<file path="src/rtl/acld_pkg.sv">
// constants, types and register map of the amplifier control and load diagnostics block
package acld_pkg;

  // ----------------------------------------
  // register offsets
  // ----------------------------------------
  localparam logic [7:0] ACLD_ADDR_STATUS  = 8'h10;
  localparam logic [7:0] ACLD_ADDR_FAULT   = 8'h11;
  localparam logic [7:0] ACLD_ADDR_DIAG    = 8'h12;
  localparam logic [7:0] ACLD_ADDR_OPCTRL  = 8'h13;
  localparam logic [7:0] ACLD_ADDR_DIAGCTL = 8'h14;

  // ----------------------------------------
  // reset values and field positions
  // ----------------------------------------
  localparam logic [7:0] ACLD_OPCTRL_RST  = 8'h78;
  localparam logic [7:0] ACLD_DIAGCTL_RST = 8'h00;
  localparam int         ACLD_GAIN_MSB    = 7;
  localparam int         ACLD_GAIN_LSB    = 6;
  localparam int         ACLD_LIMIT_MSB   = 5;
  localparam int         ACLD_LIMIT_LSB   = 3;
  localparam int         ACLD_MUTE_BIT    = 2;
  localparam int         ACLD_SPREAD_BIT  = 1;
  localparam int         ACLD_FREQ_BIT    = 0;
  localparam int         ACLD_DISABLE_BIT = 0;
  localparam logic [2:0] ACLD_AGC_OFF     = 3'h7;

  // ----------------------------------------
  // gain codes in dB
  // ----------------------------------------
  localparam logic [5:0] ACLD_GAIN_DB0 = 6'h14;
  localparam logic [5:0] ACLD_GAIN_DB1 = 6'h1A;
  localparam logic [5:0] ACLD_GAIN_DB2 = 6'h20;
  localparam logic [5:0] ACLD_GAIN_DB3 = 6'h24;

  // ----------------------------------------
  // timing
  // ----------------------------------------
  localparam int ACLD_CLK_HZ      = 20_000_000;
  localparam int ACLD_DIAG_MS     = 260;
  localparam int ACLD_DIAG_CYCLES = ACLD_CLK_HZ / 1000 * ACLD_DIAG_MS;

  // ----------------------------------------
  // state machine
  // ----------------------------------------
  typedef enum logic [1:0] {
    ACLD_ST_IDLE = 2'b00,
    ACLD_ST_DIAG = 2'b01,
    ACLD_ST_PLAY = 2'b10,
    ACLD_ST_HOLD = 2'b11
  } acld_state_t;

endpackage : acld_pkg

</file>
<file path="src/rtl/acld_core.sv">
// amplifier control registers and load diagnostic sequencer
`timescale 1ns/10ps

// Contract
// - two-bit gain field, four gain steps
// - three-bit power limit, code 111 disables AGC
// - control bit two mutes output
// - control bit one enables spread spectrum
// - control bit zero selects 400/500 kHz
// - diag control bit zero disables diagnostics
// - classify short ground/supply/load, open load
// - run diagnostics at power-up and faults
// - outputs high impedance during diagnostics
// - one run lasts about 260 ms
// - repeat check while short or capacitance
// - open load flagged, output still plays
// - shorts keep Hi-Z, rerun continuously
// - normal load enters play mode
// - diagnostics on every other overvoltage
// - OT, OV, UV abort running diagnostics
// - output duty cycles follow signal polarity; not done here, left to the analog stage
// - separate open, ground, supply flags
// - flags clear after condition gone, then read
// - diag result flags in bits 7 to 4
// - running flag set during diagnostic run
module acld_core
  import acld_pkg::*;
#(
  parameter int DIAG_CYCLES = acld_pkg::ACLD_DIAG_CYCLES
) (
  // clock and reset
  input  wire logic        clk,
  input  wire logic        rst_n,
  // register port from the serial engine
  input  wire logic        reg_wr,
  input  wire logic        reg_rd,
  input  wire logic [7:0]  reg_addr,
  input  wire logic [7:0]  reg_wdata,
  output logic      [7:0]  reg_rdata,
  // protection events, analog side
  input  wire logic        fault_dc,
  input  wire logic        fault_oc,
  input  wire logic        fault_ov,
  input  wire logic        fault_uv,
  input  wire logic        fault_ot,
  // load sense comparators, analog side
  input  wire logic        sense_short_gnd,
  input  wire logic        sense_short_sup,
  input  wire logic        sense_short_load,
  input  wire logic        sense_open,
  input  wire logic        sense_big_cap,
  // amplifier controls
  output logic      [1:0]  gain_select,
  output logic      [2:0]  power_limit_select,
  output logic             agc_enable,
  output logic             soft_mute,
  output logic             spread_spectrum_enable,
  output logic             switch_freq_select,
  output logic             out_hiz,
  output logic             play_mode,
  output logic             diag_running_flag
);
  import acld_pkg::*;

  // ----------------------------------------
  // state
  // ----------------------------------------
  typedef struct packed {
    logic [7:0]  opctrl;
    logic [7:0]  diagctl;
    logic [3:0]  flags;     // shorted load, open, ground, supply
    logic [3:0]  seen;      // condition still present
    logic [4:0]  fsync1;
    logic [4:0]  fsync2;
    logic [4:0]  fprev;
    logic [4:0]  ssync1;
    logic [4:0]  ssync2;
    logic        ov_odd;
    acld_state_t st;
    logic [23:0] cnt;
    logic [7:0]  rdata;
    // output flops, kept in step with the state
    logic        agc_on;
    logic        hiz;
    logic        play;
    logic        running;
  } acld_s_t;

  acld_s_t q_reg;
  acld_s_t q_next;

  // ----------------------------------------
  // helpers
  // ----------------------------------------
  function automatic logic [5:0] acld_gain_db(input logic [1:0] code);
    case (code)
      2'b00:   acld_gain_db = ACLD_GAIN_DB0;
      2'b01:   acld_gain_db = ACLD_GAIN_DB1;
      2'b10:   acld_gain_db = ACLD_GAIN_DB2;
      default: acld_gain_db = ACLD_GAIN_DB3;
    endcase
  endfunction : acld_gain_db

  // new fault edge starts a run, overvoltage only on odd events
  function automatic logic acld_trigger(input logic [4:0] rise, input logic ov_skip);
    logic ov_hit;
    ov_hit       = rise[2] & ~ov_skip;
    acld_trigger = rise[4] | rise[3] | rise[1] | rise[0] | ov_hit;
  endfunction : acld_trigger

  // protection faults that cut a run short
  function automatic logic acld_abort(input logic [4:0] lvl);
    acld_abort = lvl[2] | lvl[1] | lvl[0];
  endfunction : acld_abort

  // status byte: play, mute, running, any fault, low nibble zero
  function automatic logic [7:0] acld_status(input acld_state_t s, input logic mute,
                                             input logic [4:0] lvl);
    acld_status = {s == ACLD_ST_PLAY, mute, s == ACLD_ST_DIAG, |lvl, 4'h0};
  endfunction : acld_status

  // read multiplexer, unmapped and unimplemented offsets read zero
  function automatic logic [7:0] acld_read(input logic [7:0] addr, input logic [7:0] stat,
                                           input logic [3:0] flg, input logic [7:0] op,
                                           input logic [7:0] dctl);
    if (addr == ACLD_ADDR_STATUS) begin
      acld_read = stat;
    end else if (addr == ACLD_ADDR_DIAG) begin
      acld_read = {flg, 4'h0};
    end else if (addr == ACLD_ADDR_OPCTRL) begin
      acld_read = op;
    end else if (addr == ACLD_ADDR_DIAGCTL) begin
      acld_read = dctl;
    end else begin
      acld_read = 8'h00;
    end
  endfunction : acld_read

  // a read drops what the last finished run no longer saw;
  // findings of a finishing run are ORed in last, so the set wins
  function automatic logic [3:0] acld_flags(input logic [3:0] cur, input logic [3:0] still,
                                            input logic rd_clr, input logic done,
                                            input logic [3:0] now);
    logic [3:0] kept;
    kept       = rd_clr ? (cur & still) : cur;
    acld_flags = done ? (kept | now) : kept;
  endfunction : acld_flags

  logic [4:0] frise;
  logic       ov_rise;
  logic       trig;
  logic       abort;
  logic       any_short;
  logic [3:0] found;
  logic       unused_gain;
  logic       rd_hit;
  logic       run_done;
  logic [7:0] status;

  // ----------------------------------------
  // next state
  // ----------------------------------------
  always_comb begin
    q_next        = q_reg;

    // ----------------------------------------
    // input synchronisers, two flops each
    // ----------------------------------------
    q_next.fsync1 = {fault_dc, fault_oc, fault_ov, fault_uv, fault_ot};
    q_next.fsync2 = q_reg.fsync1;
    q_next.fprev  = q_reg.fsync2;
    q_next.ssync1 = {sense_short_load, sense_open, sense_short_gnd, sense_short_sup,
                     sense_big_cap};
    q_next.ssync2 = q_reg.ssync1;

    // ----------------------------------------
    // event decode
    // ----------------------------------------
    // abort looks at levels, triggers at edges
    frise       = q_reg.fsync2 & ~q_reg.fprev;
    ov_rise     = frise[2];
    found       = q_reg.ssync2[4:1];
    any_short   = found[3] | found[1] | found[0];
    unused_gain = ^acld_gain_db(q_reg.opctrl[ACLD_GAIN_MSB:ACLD_GAIN_LSB]);
    // every second overvoltage is skipped
    if (ov_rise) begin
      q_next.ov_odd = ~q_reg.ov_odd;
    end
    trig     = acld_trigger(frise, q_reg.ov_odd);
    abort    = acld_abort(q_reg.fsync2);
    rd_hit   = reg_rd && reg_addr == ACLD_ADDR_DIAG;
    run_done = q_reg.st == ACLD_ST_DIAG && !abort && q_reg.cnt == 24'(DIAG_CYCLES - 1);

    // ----------------------------------------
    // sequencer
    // ----------------------------------------
    case (q_reg.st)
      ACLD_ST_IDLE: begin
        q_next.cnt = '0;
        if (!q_reg.diagctl[ACLD_DISABLE_BIT]) begin
          q_next.st = ACLD_ST_DIAG;
        end else begin
          q_next.st = ACLD_ST_PLAY;
        end
      end
      ACLD_ST_DIAG: begin
        q_next.cnt = q_reg.cnt + 24'h000001;
        if (abort) begin
          q_next.st  = ACLD_ST_HOLD;
          q_next.cnt = '0;
        end else if (run_done) begin
          q_next.cnt  = '0;
          q_next.seen = found;
          if (any_short || q_reg.ssync2[0]) begin
            q_next.st = ACLD_ST_DIAG;
          end else begin
            q_next.st = ACLD_ST_PLAY;
          end
        end
      end
      ACLD_ST_PLAY: begin
        q_next.cnt = '0;
        if (trig && !q_reg.diagctl[ACLD_DISABLE_BIT]) begin
          q_next.st = ACLD_ST_HOLD;
        end
      end
      default: begin
        // wait for the protection fault to clear, then diagnose again
        q_next.cnt = '0;
        if (!(|q_reg.fsync2)) begin
          q_next.st = ACLD_ST_IDLE;
        end
      end
    endcase

    // ----------------------------------------
    // result flags
    // ----------------------------------------
    q_next.flags = acld_flags(q_reg.flags, q_reg.seen, rd_hit, run_done, found);

    // ----------------------------------------
    // register writes
    // ----------------------------------------
    // read-only and unmapped offsets ignore writes
    if (reg_wr) begin
      if (reg_addr == ACLD_ADDR_OPCTRL) begin
        q_next.opctrl = reg_wdata;
      end else if (reg_addr == ACLD_ADDR_DIAGCTL) begin
        q_next.diagctl = {7'h00, reg_wdata[ACLD_DISABLE_BIT]};
      end
    end

    // ----------------------------------------
    // read data
    // ----------------------------------------
    status       = acld_status(q_reg.st, q_reg.opctrl[ACLD_MUTE_BIT], q_reg.fsync2);
    q_next.rdata = acld_read(reg_addr, status, q_reg.flags, q_reg.opctrl, q_reg.diagctl);

    // ----------------------------------------
    // output flops
    // ----------------------------------------
    q_next.agc_on  = q_next.opctrl[ACLD_LIMIT_MSB:ACLD_LIMIT_LSB] != ACLD_AGC_OFF;
    q_next.hiz     = q_next.st != ACLD_ST_PLAY;
    q_next.play    = q_next.st == ACLD_ST_PLAY;
    q_next.running = q_next.st == ACLD_ST_DIAG;
  end

  // ----------------------------------------
  // registers
  // ----------------------------------------
  always_ff @(posedge clk or negedge rst_n) begin
    if (!rst_n) begin
      q_reg         <= '0;
      q_reg.opctrl  <= ACLD_OPCTRL_RST;
      q_reg.diagctl <= ACLD_DIAGCTL_RST;
      q_reg.st      <= ACLD_ST_IDLE;
      // outputs come up released and not playing
      q_reg.hiz     <= 1'b1;
    end else begin
      q_reg <= q_next;
    end
  end

  // ----------------------------------------
  // outputs, all from flip-flops
  // ----------------------------------------
  // duty-cycle steering of the modulator lives in the analog stage
  assign reg_rdata              = q_reg.rdata;
  assign gain_select            = q_reg.opctrl[ACLD_GAIN_MSB:ACLD_GAIN_LSB];
  assign power_limit_select     = q_reg.opctrl[ACLD_LIMIT_MSB:ACLD_LIMIT_LSB];
  assign agc_enable             = q_reg.agc_on;
  assign soft_mute              = q_reg.opctrl[ACLD_MUTE_BIT];
  assign spread_spectrum_enable = q_reg.opctrl[ACLD_SPREAD_BIT];
  assign switch_freq_select     = q_reg.opctrl[ACLD_FREQ_BIT];
  assign out_hiz                = q_reg.hiz;
  assign play_mode              = q_reg.play;
  assign diag_running_flag      = q_reg.running;

endmodule : acld_core

</file>
<file path="config.mk">
export PLATFORM = sky130hd
export DESIGN_NAME = acld_core
export DESIGN_NICKNAME = d
export VERILOG_FILES = /design/src/rtl/acld_pkg.sv /design/src/rtl/acld_core.sv
export SDC_FILE = /design/constraint.sdc
export NUM_CORES = 1
export LEC_CHECK = 0
export ABC_AREA = 1
export BUFFER_PORTS_ARGS = -buffer_cell sky130_fd_sc_hd__clkbuf_2
export CORE_AREA = 8 8 77 130
export DETAILED_ROUTE_END_ITERATION = 16
export DIE_AREA = 0 0 85 138
export SETUP_SLACK_MARGIN = 0.4
export SLEW_MARGIN = 20
export SYNTH_ARGS = -nofsm -noshare
export SYNTH_HDL_FRONTEND = slang
export SYNTH_SLANG_ARGS = --single-unit
</file>
<file path="constraint.sdc">
create_clock -name clk -period 3.6 [get_ports clk]
set_input_delay 0.72 -clock clk [delete_from_list [all_inputs] [get_ports clk]]
set_output_delay 0.72 -clock clk [all_outputs]
set_load 0.02 [all_outputs]
</file>
**Word-level counts from Yosys, hierarchy flattened**

Index checks and enable logic that the tools add are counted.

- Register bits: 81
- Word-level logic and storage cells: 75
- Output and inout bits: 20
- Input port bits: 30

- Equality and inequality tests: 11
- Add/subtract/negate cells: 1
- Bitwise logic cells: 16
- Reductions and logical operators: 12
- Mux-type cells: 17

Operators by type and width:

| cell | count |
|---|---|
| 26-bit case mux with 3 select lines | 1 |
| 26-bit two-way mux | 2 |
| 8-bit by 5-bit == test with 1-bit output, second input constant | 4 |
| 24-bit by 1-bit adder with 24-bit output, second input constant | 1 |
| 24-bit by 23-bit == test with 1-bit output, second input constant | 1 |
| 8-bit two-way mux | 3 |
| 14-bit two-way mux | 1 |
| 2-bit two-way mux | 4 |
| 4-bit two-way mux | 2 |
| 1-bit OR | 8 |
| 6-bit two-way mux | 1 |
| 3-bit AND reduction | 2 |
| 5-bit bitwise AND | 1 |
| 5-bit inverter | 1 |
| 5-bit OR reduction | 1 |
| 4-bit bitwise AND | 1 |
| 2-bit by 1-bit == test with 1-bit output, second input constant | 2 |
| 2-bit == test, second input constant | 2 |
| 1-bit logical AND | 4 |
| 4-bit OR | 1 |
| 1-bit two-way mux | 3 |
| 3-bit != test, second input constant | 1 |
| 1-bit inverter | 3 |
| 1-bit zero test | 2 |
| other kinds (5) | 5 |

**Depth between registers and ports, before layout**

Gate-level depths: netlist of the first run.

- Depth after elaboration: 10
- Mapped depth: 10
- Depth with buffers taken out: 10

**Worst setup path before layout of the first run**

No wires, ideal clock.

- Path kind: input-to-reg
- Start point: input port reg_addr[4]
- End point: register q_reg (netlist bit agc_enable)
- Buffers on the path: 1
- Data required time: 3.472 ns
- Stages: 8
- Setup time: 0.128 ns
- Setup slack: 1.902 ns
- Arrival time: 1.570 ns
- Path through: inv_1 -> nor2_1 -> nand2_2 -> nor2_4 -> nand2_2 -> buf_6 -> a21oi_2 -> nand3_1

RTL lines:

| what | line | RTL |
|---|---|---|
| start: declaration | acld_core.sv:37 | `input wire logic [7:0] reg_addr,` |
| end signal: assignment | acld_core.sv:280 | `q_reg <= q_next;` |
| end: declaration | acld_core.sv:89 | `acld_s_t q_reg;` |

**Worst setup path in the final report of the first run**

- Start point: register q_reg (netlist bit power_limit_select[1])
- End point: output port power_limit_select[1]

RTL lines:

| what | line | RTL |
|---|---|---|
| end: declaration | acld_core.sv:54 | `output logic [2:0] power_limit_select,` |

No word-level cell between the ends.

==> results.toml, run 1 <==
[global_routing]
grt_start_max_net_pins = 82
globalRouteOverflowTotal = 0
grt_pass1_wl_um = 12800
antenna_found_initial = 0
first_global_vias = 2809
globalRouteTotalUtil_pct = 13.7

[synthesis]
synthCells = 407
synth_area_leaders = "dfrtp_1 (52%), nand2_1 (9.0%), nor2_1 (6.1%)"
syn_nets = 438
netlist.area_leader.share_pct = 52.3
ys_seq_area_share_pct = 56.0
synth_area_leader_cell = "dfrtp_1"
synthDistinctLibCells = 31
yosys_register_bits = 81
syn-cell-area_um2 = 3630
syn_area_per_cell_um2 = 8.93
yosysWarningCount = 0

[power]
irDropWorstVdd_uv = 242
p_per_area_nw_per_um2 = 519
leakagePower_nw = 1.94

[sta]
clock_skew_ps = 6.88
final_hold_viol_count = 0
worst_slew_pin_slew_ps = 695
setup_violations = 0
fmax_mhz = 556
fin_crit_sh_pct = 50.0
setup_ws_ps = 1800
maxSlewViolCount = 0
maxSlewHeadroom_pct = 53.7
totalNegativeSetupSlack_ps = 0
finalCriticalPeriod_ps = 1800
rsz0062_at_grt = "false"

[cells_and_area]
largest_reg_flops = 42
drive_above_1_share_pct = 21.1
n_fill_cell = 768
area_growth_pct = 15.3
nNetsFinal = 483
finalNonFillerCells = 548
antenna_cells = 0

[setup_path]
startpoint = "power_limit_select[1]"
crit_required_ps = 2880
slowest_delay_ps = 570
worstPathCellList = "clkbuf_2"
critPathArrivalTime_ps = 1080
rrSetupSlack_ps = 1840
worstRegToRegCells = 8
critical_path_class = "reg2out"
path_max_fanout = 3
r2r-start = "q_reg[12]"
r2r-end = "q_reg[24]"
crit_path_end_kind = "output pin"
cp_top_family = "flip-flops"
path_buf_inv = 1
startpoint_type = "flop"
crit_slowest_cell = "dfstp_2"

[place]
dp_slack_ps = 1630
placed_cells = 533
portBuffers = 49
place_congestion = 0.909
dpl.hpwl_um = 5740

[routing]
vias = 2716
post-route-drc-count = 0
drtAntennaViolNets = 0
first_pass_iters = 5
wl_per_cell_um = 13.7
drtIter0Drc = 116
totalWireLength_um = 7490
routed_via_density = 4.96

[clock_network]
cts_buffers = 9
holdBufCountCts = 0
cts-root-buf = "clkbuf_16"
cts.sinks = 81
post-cts-setup-buffers = 0
clockBufferDepth = 2
cts_tree = "done"
cts-htree-levels = 3
cts_resized = 0
worstSkewPairLatency_ps = 330
clkSlewWorstSetupHoldPaths_ps = 60

[floorplanning]
dieHeight_um = 138
start_util_pct = 44.3
die_area_um2 = 11700
fp.dieW_um = 85
row_count = 44
fp.coreArea_um2 = 8200
ios = 50

[run]
drv_cap = 0

[min_path]
min_path_cells = 0
hp-start = "q_next[56]"
min_path_type = "reg2reg"
hold_path_end = "q_next[51]"

[run_status]
status = "complete, no violations"
-- cell usage in the layout (no fill, tap or decap), types with 2 or more instances in the layout --
cell type / instances
nor2_2: 3
a21oi_1: 13
nand4_1: 7
xor2_1: 4
nand3_1: 22
nor2_1: 59
clkbuf_2: 48
mux2_2: 2
nor2_4: 7
inv_1: 51
nand2_2: 8
nand2_1: 87
dfrtp_1: 76
o21ai_0: 17
dfstp_2: 5
clkbuf_16: 9
bufinv_16: 2
nor3b_1: 3
nor4_1: 2
nor3_1: 13
inv_2: 2
-- through the flow --
stage / hold WS (ps) / power, mW / util (%) / area (um2)
floorplan: 331 / 1.16 / - / 3630
global placement: 334 / 1.25 / 47.3 / 3880
detailed placement: 335 / 1.26 / 47.3 / 3880
CTS: 348 / 2.21 / 51.0 / 4190
global route: 355 / 2.27 / 51.1 / 4190
finish: 344 / 2.17 / 51.1 / 4190
-- logic make-up (layout without fill, tap and decap cells) --
| group | after synthesis | count (layout) | synth area share, % |
|---|---|---|---|
| buffers and inverters | 68 | 117 | 8.78 |
| flip-flops | 81 | 81 | 56.0 |
| multiplexers | 2 | 2 | 0.620 |
| AO/OA/AOI/OAI | 35 | 35 | 5.44 |
| adder cells (fa/ha/maj) | 1 | 1 | 0.344 |
| XOR/XNOR | 4 | 4 | 0.964 |
| AND/OR/NAND/NOR | 216 | 216 | 27.9 |
-- how the worst max path moves through the flow --
stage / end / slack, ps / cells after the start
final: power_limit_select[1] / 1800 / 1
after global routing: q_reg[24] / 1660 / 7
after CTS: power_limit_select[1] / 1800 / 1
after detailed placement: gain_select[1] / 1630 / 7
after global placement: gain_select[1] / 1690 / 7
after floorplan: agc_enable / 1900 / 8
-- power breakdown --
part | internal (mW) | switching, mW
sequential | 0.967 | 0.0303
clock | 0.603 | 0.340
combinational | 0.0710 | 0.163
total | 1.64 | 0.534
-- Yosys cell counts --
cell,number
nand3_2,1
nor3_1,13
ha_1,1
a21oi_4,1
nand3_1,22
a21oi_1,13
nor3b_1,3
o21ai_0,17
nand4_2,1
nor3b_2,1
buf_6,2
inv_1,51
dfstp_2,5
inv_2,2
buf_4,13
nor2_1,59
nand4_1,7
a31oi_1,1
nor4_1,2
nor4_4,1
xor2_1,4
nor2_2,3
a21oi_2,1
nor2_4,7
mux2_2,2
a22o_1,1
o211ai_1,1
nand3b_1,1
nand2_1,87
dfrtp_1,76
nand2_2,8
-- per-layer routing --
layer	track usage, %	up-vias	routed length [um]
met3	3.86	16	383
met5	0	-	0
li1	-	1364	-
met2	25.0	61	4080
met1	13.4	1275	2780
met4	7.56	0	248
-- area by class of cell --
type	count	area (um2)	share of cell area [%]
clock inverter	5	81.3	1.94
timing repair buffer	49	251	6.00
clock buffer	10	229	5.46
multi-input combinational	258	1280	30.6
tap	92	115	2.75
inverter	53	199	4.75
sequential	81	2030	48.5
No activity file was read; power rests on OpenSTA's default activity.
==> inputs of run 2 (changes only) <==
Clock period 3.6 ns to 1.7 ns, I/O delays scaled along.
==> run 2 against run 1 <==
- critical path depth is 7 higher
- critical path type is now reg2reg
- clock power increased by 93%
- highest routed layer unchanged
- sequential power rose by 110%
- die area is the same
- largest cell class unchanged
- routed wire length up 11%
==> results.toml, run 2 (synthesized netlist as in run 1, its figures left out) <==
[global_routing]
grt_start_max_net_pins = 82
grt_pass1_wl_um = 14000
globalRouteTotalUtil_pct = 15.1
antenna_found_initial = 0
globalRouteOverflowTotal = 0
first_global_vias = 2990

[routing]
wl_per_cell_um = 14.5
vias = 2877
first_pass_iters = 4
drtAntennaViolNets = 0
drtIter0Drc = 102
totalWireLength_um = 8310
routed_via_density = 5.02
post-route-drc-count = 0

[setup_path]
slowest_delay_ps = 350
critPathArrivalTime_ps = 1800
critical_path_class = "reg2reg"
worstPathCellList = "ha_2, nand2_2, nor2_4, nand2_4, nor2_4, nand4_4, a21oi_2, nor2_2"
worstRegToRegCells = 8
crit_slowest_cell = "dfrtp_1"
startpoint_type = "flop"
path_buf_inv = 0
crit_required_ps = 1920
path_common_cell = "nor2_4"
crit_path_end_kind = "flop"
cp_top_family = "simple AND/OR/NAND/NOR gates"
crit_cells = 8
path_max_fanout = 5

[power]
power_frac_comb_pct = 14.1
p_per_area_nw_per_um2 = 997
irDropWorstVdd_uv = 546
power.share.clock_pct = 39.7
sequentialPowerShare_pct = 46.2
switching_share_pct = 27.0
p_int_mw = 3.34
leakagePower_nw = 2.11
p_switching_mw = 1.24

[clock_network]
clockBufferDepth = 2
holdBufCountCts = 0
clkSlewWorstSetupHoldPaths_ps = 60
cts_tree = "done"
cts_buffers = 9
cts-htree-levels = 3
worstSkewPairLatency_ps = 340
cts-root-buf = "clkbuf_16"
cts.sinks = 81

[floorplanning]
row_count = 44
fp.coreArea_um2 = 8200
die_area_um2 = 11700
start_util_pct = 44.3
ios = 50
fp.dieW_um = 85
dieHeight_um = 138

[cells_and_area]
mostFrequentLayoutCell = "nand2_1"
largest_reg_flops = 42
drive_above_1_share_pct = 34.1
n_fill_cell = 750
final_cell_mix = "nand2_1 (78), dfrtp_1 (73), inv_1 (47), nor2_1 (46), clkbuf_2 (43)"
antenna_cells = 0
area_growth_pct = 26.5
nNetsFinal = 507

[place]
dpl.hpwl_um = 5990
place_congestion = 0.862
portBuffers = 49

[sta]
maxSlewHeadroom_pct = 72.1
setup_violations = 0
fin_crit_sh_pct = 92.6
rsz0062_at_grt = "true"
finalCriticalPeriod_ps = 1570
fmax_mhz = 635
totalNegativeSetupSlack_ps = 0
worst_slew_pin_slew_ps = 419
clock_skew_ps = 5.86
final_hold_viol_count = 0
whs_ps = 9.30
maxSlewViolCount = 0

[min_path]
min_path_type = "in2async"

[run]
drv_cap = 0

[run_status]
status = "complete, no violations"
-- run 2: cell types whose count changed in the layout (fill, tap and decap cells not counted), moves of 6 or more --
cell and change:
nand2_1 -9, nor2_1 -13, buf_4 +20, nor2_2 +7
nor2_4 +6, nand2_2 +6
-- run 2: path summary, 6_finish.rpt --
check | slack [ps] | to | start
min reg2reg | 350 | found[1] | q_next[41]
min in group clk | 100 | q_next[43] | sense_short_load
max reg2reg | 130 | diag_running_flag | q_reg[13]
max in group asynchronous | 1330 | q_reg[21] | rst_n
min | 9 | reg_rdata[3] | rst_n
max | 130 | diag_running_flag | q_reg[13]
-- run 2: per-stage QoR --
stage	area, um2	cells	power, mW	worst slack [ps]	utilization (%)
after floorplan	3660	407	2.47	298	-
after global placement	3980	541	2.68	124	48.5
after detailed placement	3980	541	2.69	107	48.5
after CTS	4420	566	4.57	111	53.9
after global routing	4600	573	4.81	19.9	56.0
final	4600	573	4.58	125	56.0
-- run 2: repair_timing --
| action | 4_1_cts | 5_1_grt |
|---|---|---|
| cloned | 0 | 1 |
| setup buffers | 9 | 6 |
| resized for setup | 31 | 42 |
| setup endpoints to repair | 42 | 43 |
| pin swaps | 11 | 10 |
-- run 2: metal layers --
metal	GRT usage (%)	part of all wire, %
met2	27.4	55
met1	14.7	36
met4	7.94	3.4
met5	0	0
met3	4.51	5.3
-- run 2: power by group through the flow --
| stage | logic, mW | registers [mW] | clock network [mW] |
|---|---|---|---|
| after CTS | 0.588 | 2.12 | 1.86 |
| after global routing | 0.715 | 2.13 | 1.96 |
| after detailed placement | 0.540 | 2.15 | 0 |
| final | 0.648 | 2.12 | 1.82 |
| after global placement | 0.532 | 2.15 | 0 |
| after floorplan | 0.294 | 2.17 | 0 |
-- run 2: area by class of cell --
| class | count | area [um2] | area share [%] |
|---|---|---|---|
| multi-input combinational | 258 | 1450 | 31.6 |
| timing repair inverter | 1 | 11.3 | 0.245 |
| clock buffer | 12 | 256 | 5.58 |
| inverter | 53 | 204 | 4.44 |
| tap | 92 | 115 | 2.50 |
| sequential | 81 | 2040 | 44.3 |
| timing repair buffer | 72 | 494 | 10.8 |
| clock inverter | 4 | 26.3 | 0.572 |
==> inputs of run 3 (changes only) <==
Settings changed: REMOVE_ABC_BUFFERS set to 1, SKIP_LAST_GASP set to 1.
==> run 3 against run 2 <==
- hold slack better by 96 ps
- cell count up 2.8%
- die area unchanged
- clock skew up 0.76 ps
- final area up 3.0%
- sequential power about the same
- power up 2.0%
- critical endpoint is now q_reg[22]
- largest power group unchanged
==> results.toml, run 3 (synthesized netlist as in run 1, its figures left out) <==
[setup_path]
critical_path_class = "reg2reg"
slowest_delay_ps = 350
cp_top_family = "simple AND/OR/NAND/NOR gates"
worstRegToRegCells = 9
startpoint_type = "flop"
r2r-start = "q_reg[13]"
worstPathCellList = "ha_2, nand2_2, nor2_4, nand4_1, buf_4, buf_6, buf_6, o21ai_2, a21oi_2"
path_max_fanout = 4
critPathArrivalTime_ps = 1860
crit_slowest_cell = "dfrtp_1"
crit_required_ps = 1920
path_common_cell = "buf_6"
startpoint = "q_reg[13]"
r2r-end = "q_reg[22]"
crit_path_end_kind = "flop"
path_buf_inv = 3
rrSetupSlack_ps = 60

[clock_network]
cts.sinks = 81
cts_tree = "done"
worstSkewPairLatency_ps = 340
cts_buffers = 9
clkSlewWorstSetupHoldPaths_ps = 60
cts-htree-levels = 3
clockBufferDepth = 2
cts-root-buf = "clkbuf_16"

[cells_and_area]
nNetsFinal = 523
largest_reg_flops = 42
final_cell_mix = "nand2_1 (73), dfrtp_1 (71), nor2_1 (50), inv_1 (47), clkbuf_2 (43)"
mostFrequentLayoutCell = "nand2_1"
drive_above_1_share_pct = 36.8
area_growth_pct = 30.3
n_fill_cell = 718
antenna_cells = 0
finalNonFillerCells = 589

[sta]
setup_violations = 0
totalNegativeSetupSlack_ps = 0
maxSlewHeadroom_pct = 66.4
setup_ws_ps = 61.2
maxSlewViolCount = 0
finalCriticalPeriod_ps = 1640
fin_crit_sh_pct = 96.4
clock_skew_ps = 6.63
final_hold_viol_count = 0
worst_slew_pin_slew_ps = 499
fmax_mhz = 610
whs_ps = 105
rsz0062_at_grt = "true"

[routing]
drtIter0Drc = 133
post-route-drc-count = 0
drtAntennaViolNets = 0
totalWireLength_um = 8850
first_pass_iters = 4
routed_via_density = 4.96
wl_per_cell_um = 15.0
vias = 2919

[place]
portBuffers = 49
dpl.hpwl_um = 6290
dp_slack_ps = -7.38
place_congestion = 0.922
placed_cells = 544

[floorplanning]
die_area_um2 = 11700
ios = 50
row_count = 44
dieHeight_um = 138
fp.coreArea_um2 = 8200
fp.dieW_um = 85
start_util_pct = 44.3

[power]
p_switching_mw = 1.22
power_frac_comb_pct = 13.1
p_per_area_nw_per_um2 = 987
leakagePower_nw = 2.22
sequentialPowerShare_pct = 45.2
irDropWorstVdd_uv = 462
p_int_mw = 3.46
power.share.clock_pct = 41.7
switching_share_pct = 26.1

[min_path]
min_path_type = "in2reg"
min_path_cells = 1
hold_path_end = "q_next[56]"
hp-start = "fault_ov"

[global_routing]
antenna_found_initial = 0
globalRouteOverflowTotal = 0
first_global_vias = 2961
grt_start_max_net_pins = 53
globalRouteTotalUtil_pct = 15.5
grt_pass1_wl_um = 14300

[run_status]
status = "complete, no violations"

[run]
drv_cap = 0
-- run 3: changes by cell type in the layout (fill, tap and decap cells not counted), moves of 2 or more --
| cell | delta |
|---|---|
| buf_4 | +14 |
| buf_6 | +2 |
| dfrtp_1 | -2 |
| dfrtp_2 | +2 |
| nand2_1 | -5 |
| nand2_2 | +7 |
| nand2_4 | -2 |
| nor2_1 | +4 |
| nor2_2 | -3 |
-- run 3: worst max path at each step --
stage               cells past startpoint                end
detailed placement                      8          q_reg[14]
floorplan                               8          q_reg[24]
CTS                                    10  diag_running_flag
global route                            8          q_reg[34]
finish                                  9          q_reg[22]
global placement                        8          q_reg[24]
-- run 3: through the flow --
step / cell area (um2) / total power [mW] / util, %
final: 4740 / 4.68 / 57.7
after global routing: 4740 / 4.89 / 57.7
after CTS: 4550 / 4.69 / 55.5
after detailed placement: 3970 / 2.67 / 48.4
after global placement: 3970 / 2.66 / 48.4
after floorplan: 3510 / 2.44 / -
-- run 3: final cells by class --
class                           instances  area, um2  area share (%)
Tap cell                               92        115            2.43
Inverter                               53        201            4.25
Sequential cell                        81       2040            43.1
Clock inverter                          6       65.1            1.37
Multi-Input combinational cell        258       1440            30.5
Timing Repair Buffer                   89        632            13.3
Clock buffer                           10        239            5.05
-- run 3: power groups by stage --
| stage | Sequential (mW) | Combinational (mW) | Clock [mW] |
|---|---|---|---|
| floorplan | 2.18 | 0.262 | 0 |
| global placement | 2.14 | 0.521 | 0 |
| detailed placement | 2.14 | 0.529 | 0 |
| CTS | 2.11 | 0.579 | 2.00 |
| global route | 2.12 | 0.690 | 2.08 |
| finish | 2.11 | 0.612 | 1.95 |
-- run 3: timing repair --
item,in CTS,in global routing
endpoints found under the hold margin,10,0
resized for setup,43,38
pin swaps,5,17
hold buffers,1,0
setup buffers,18,10
endpoints found under the setup margin,42,42
-- run 3: metal layers --
metal | wire (um) | global-route usage, %
met5 | 0 | 0
met4 | 341 | 8.03
met1 | 3140 | 14.7
met3 | 396 | 4.75
met2 | 4970 | 28.5
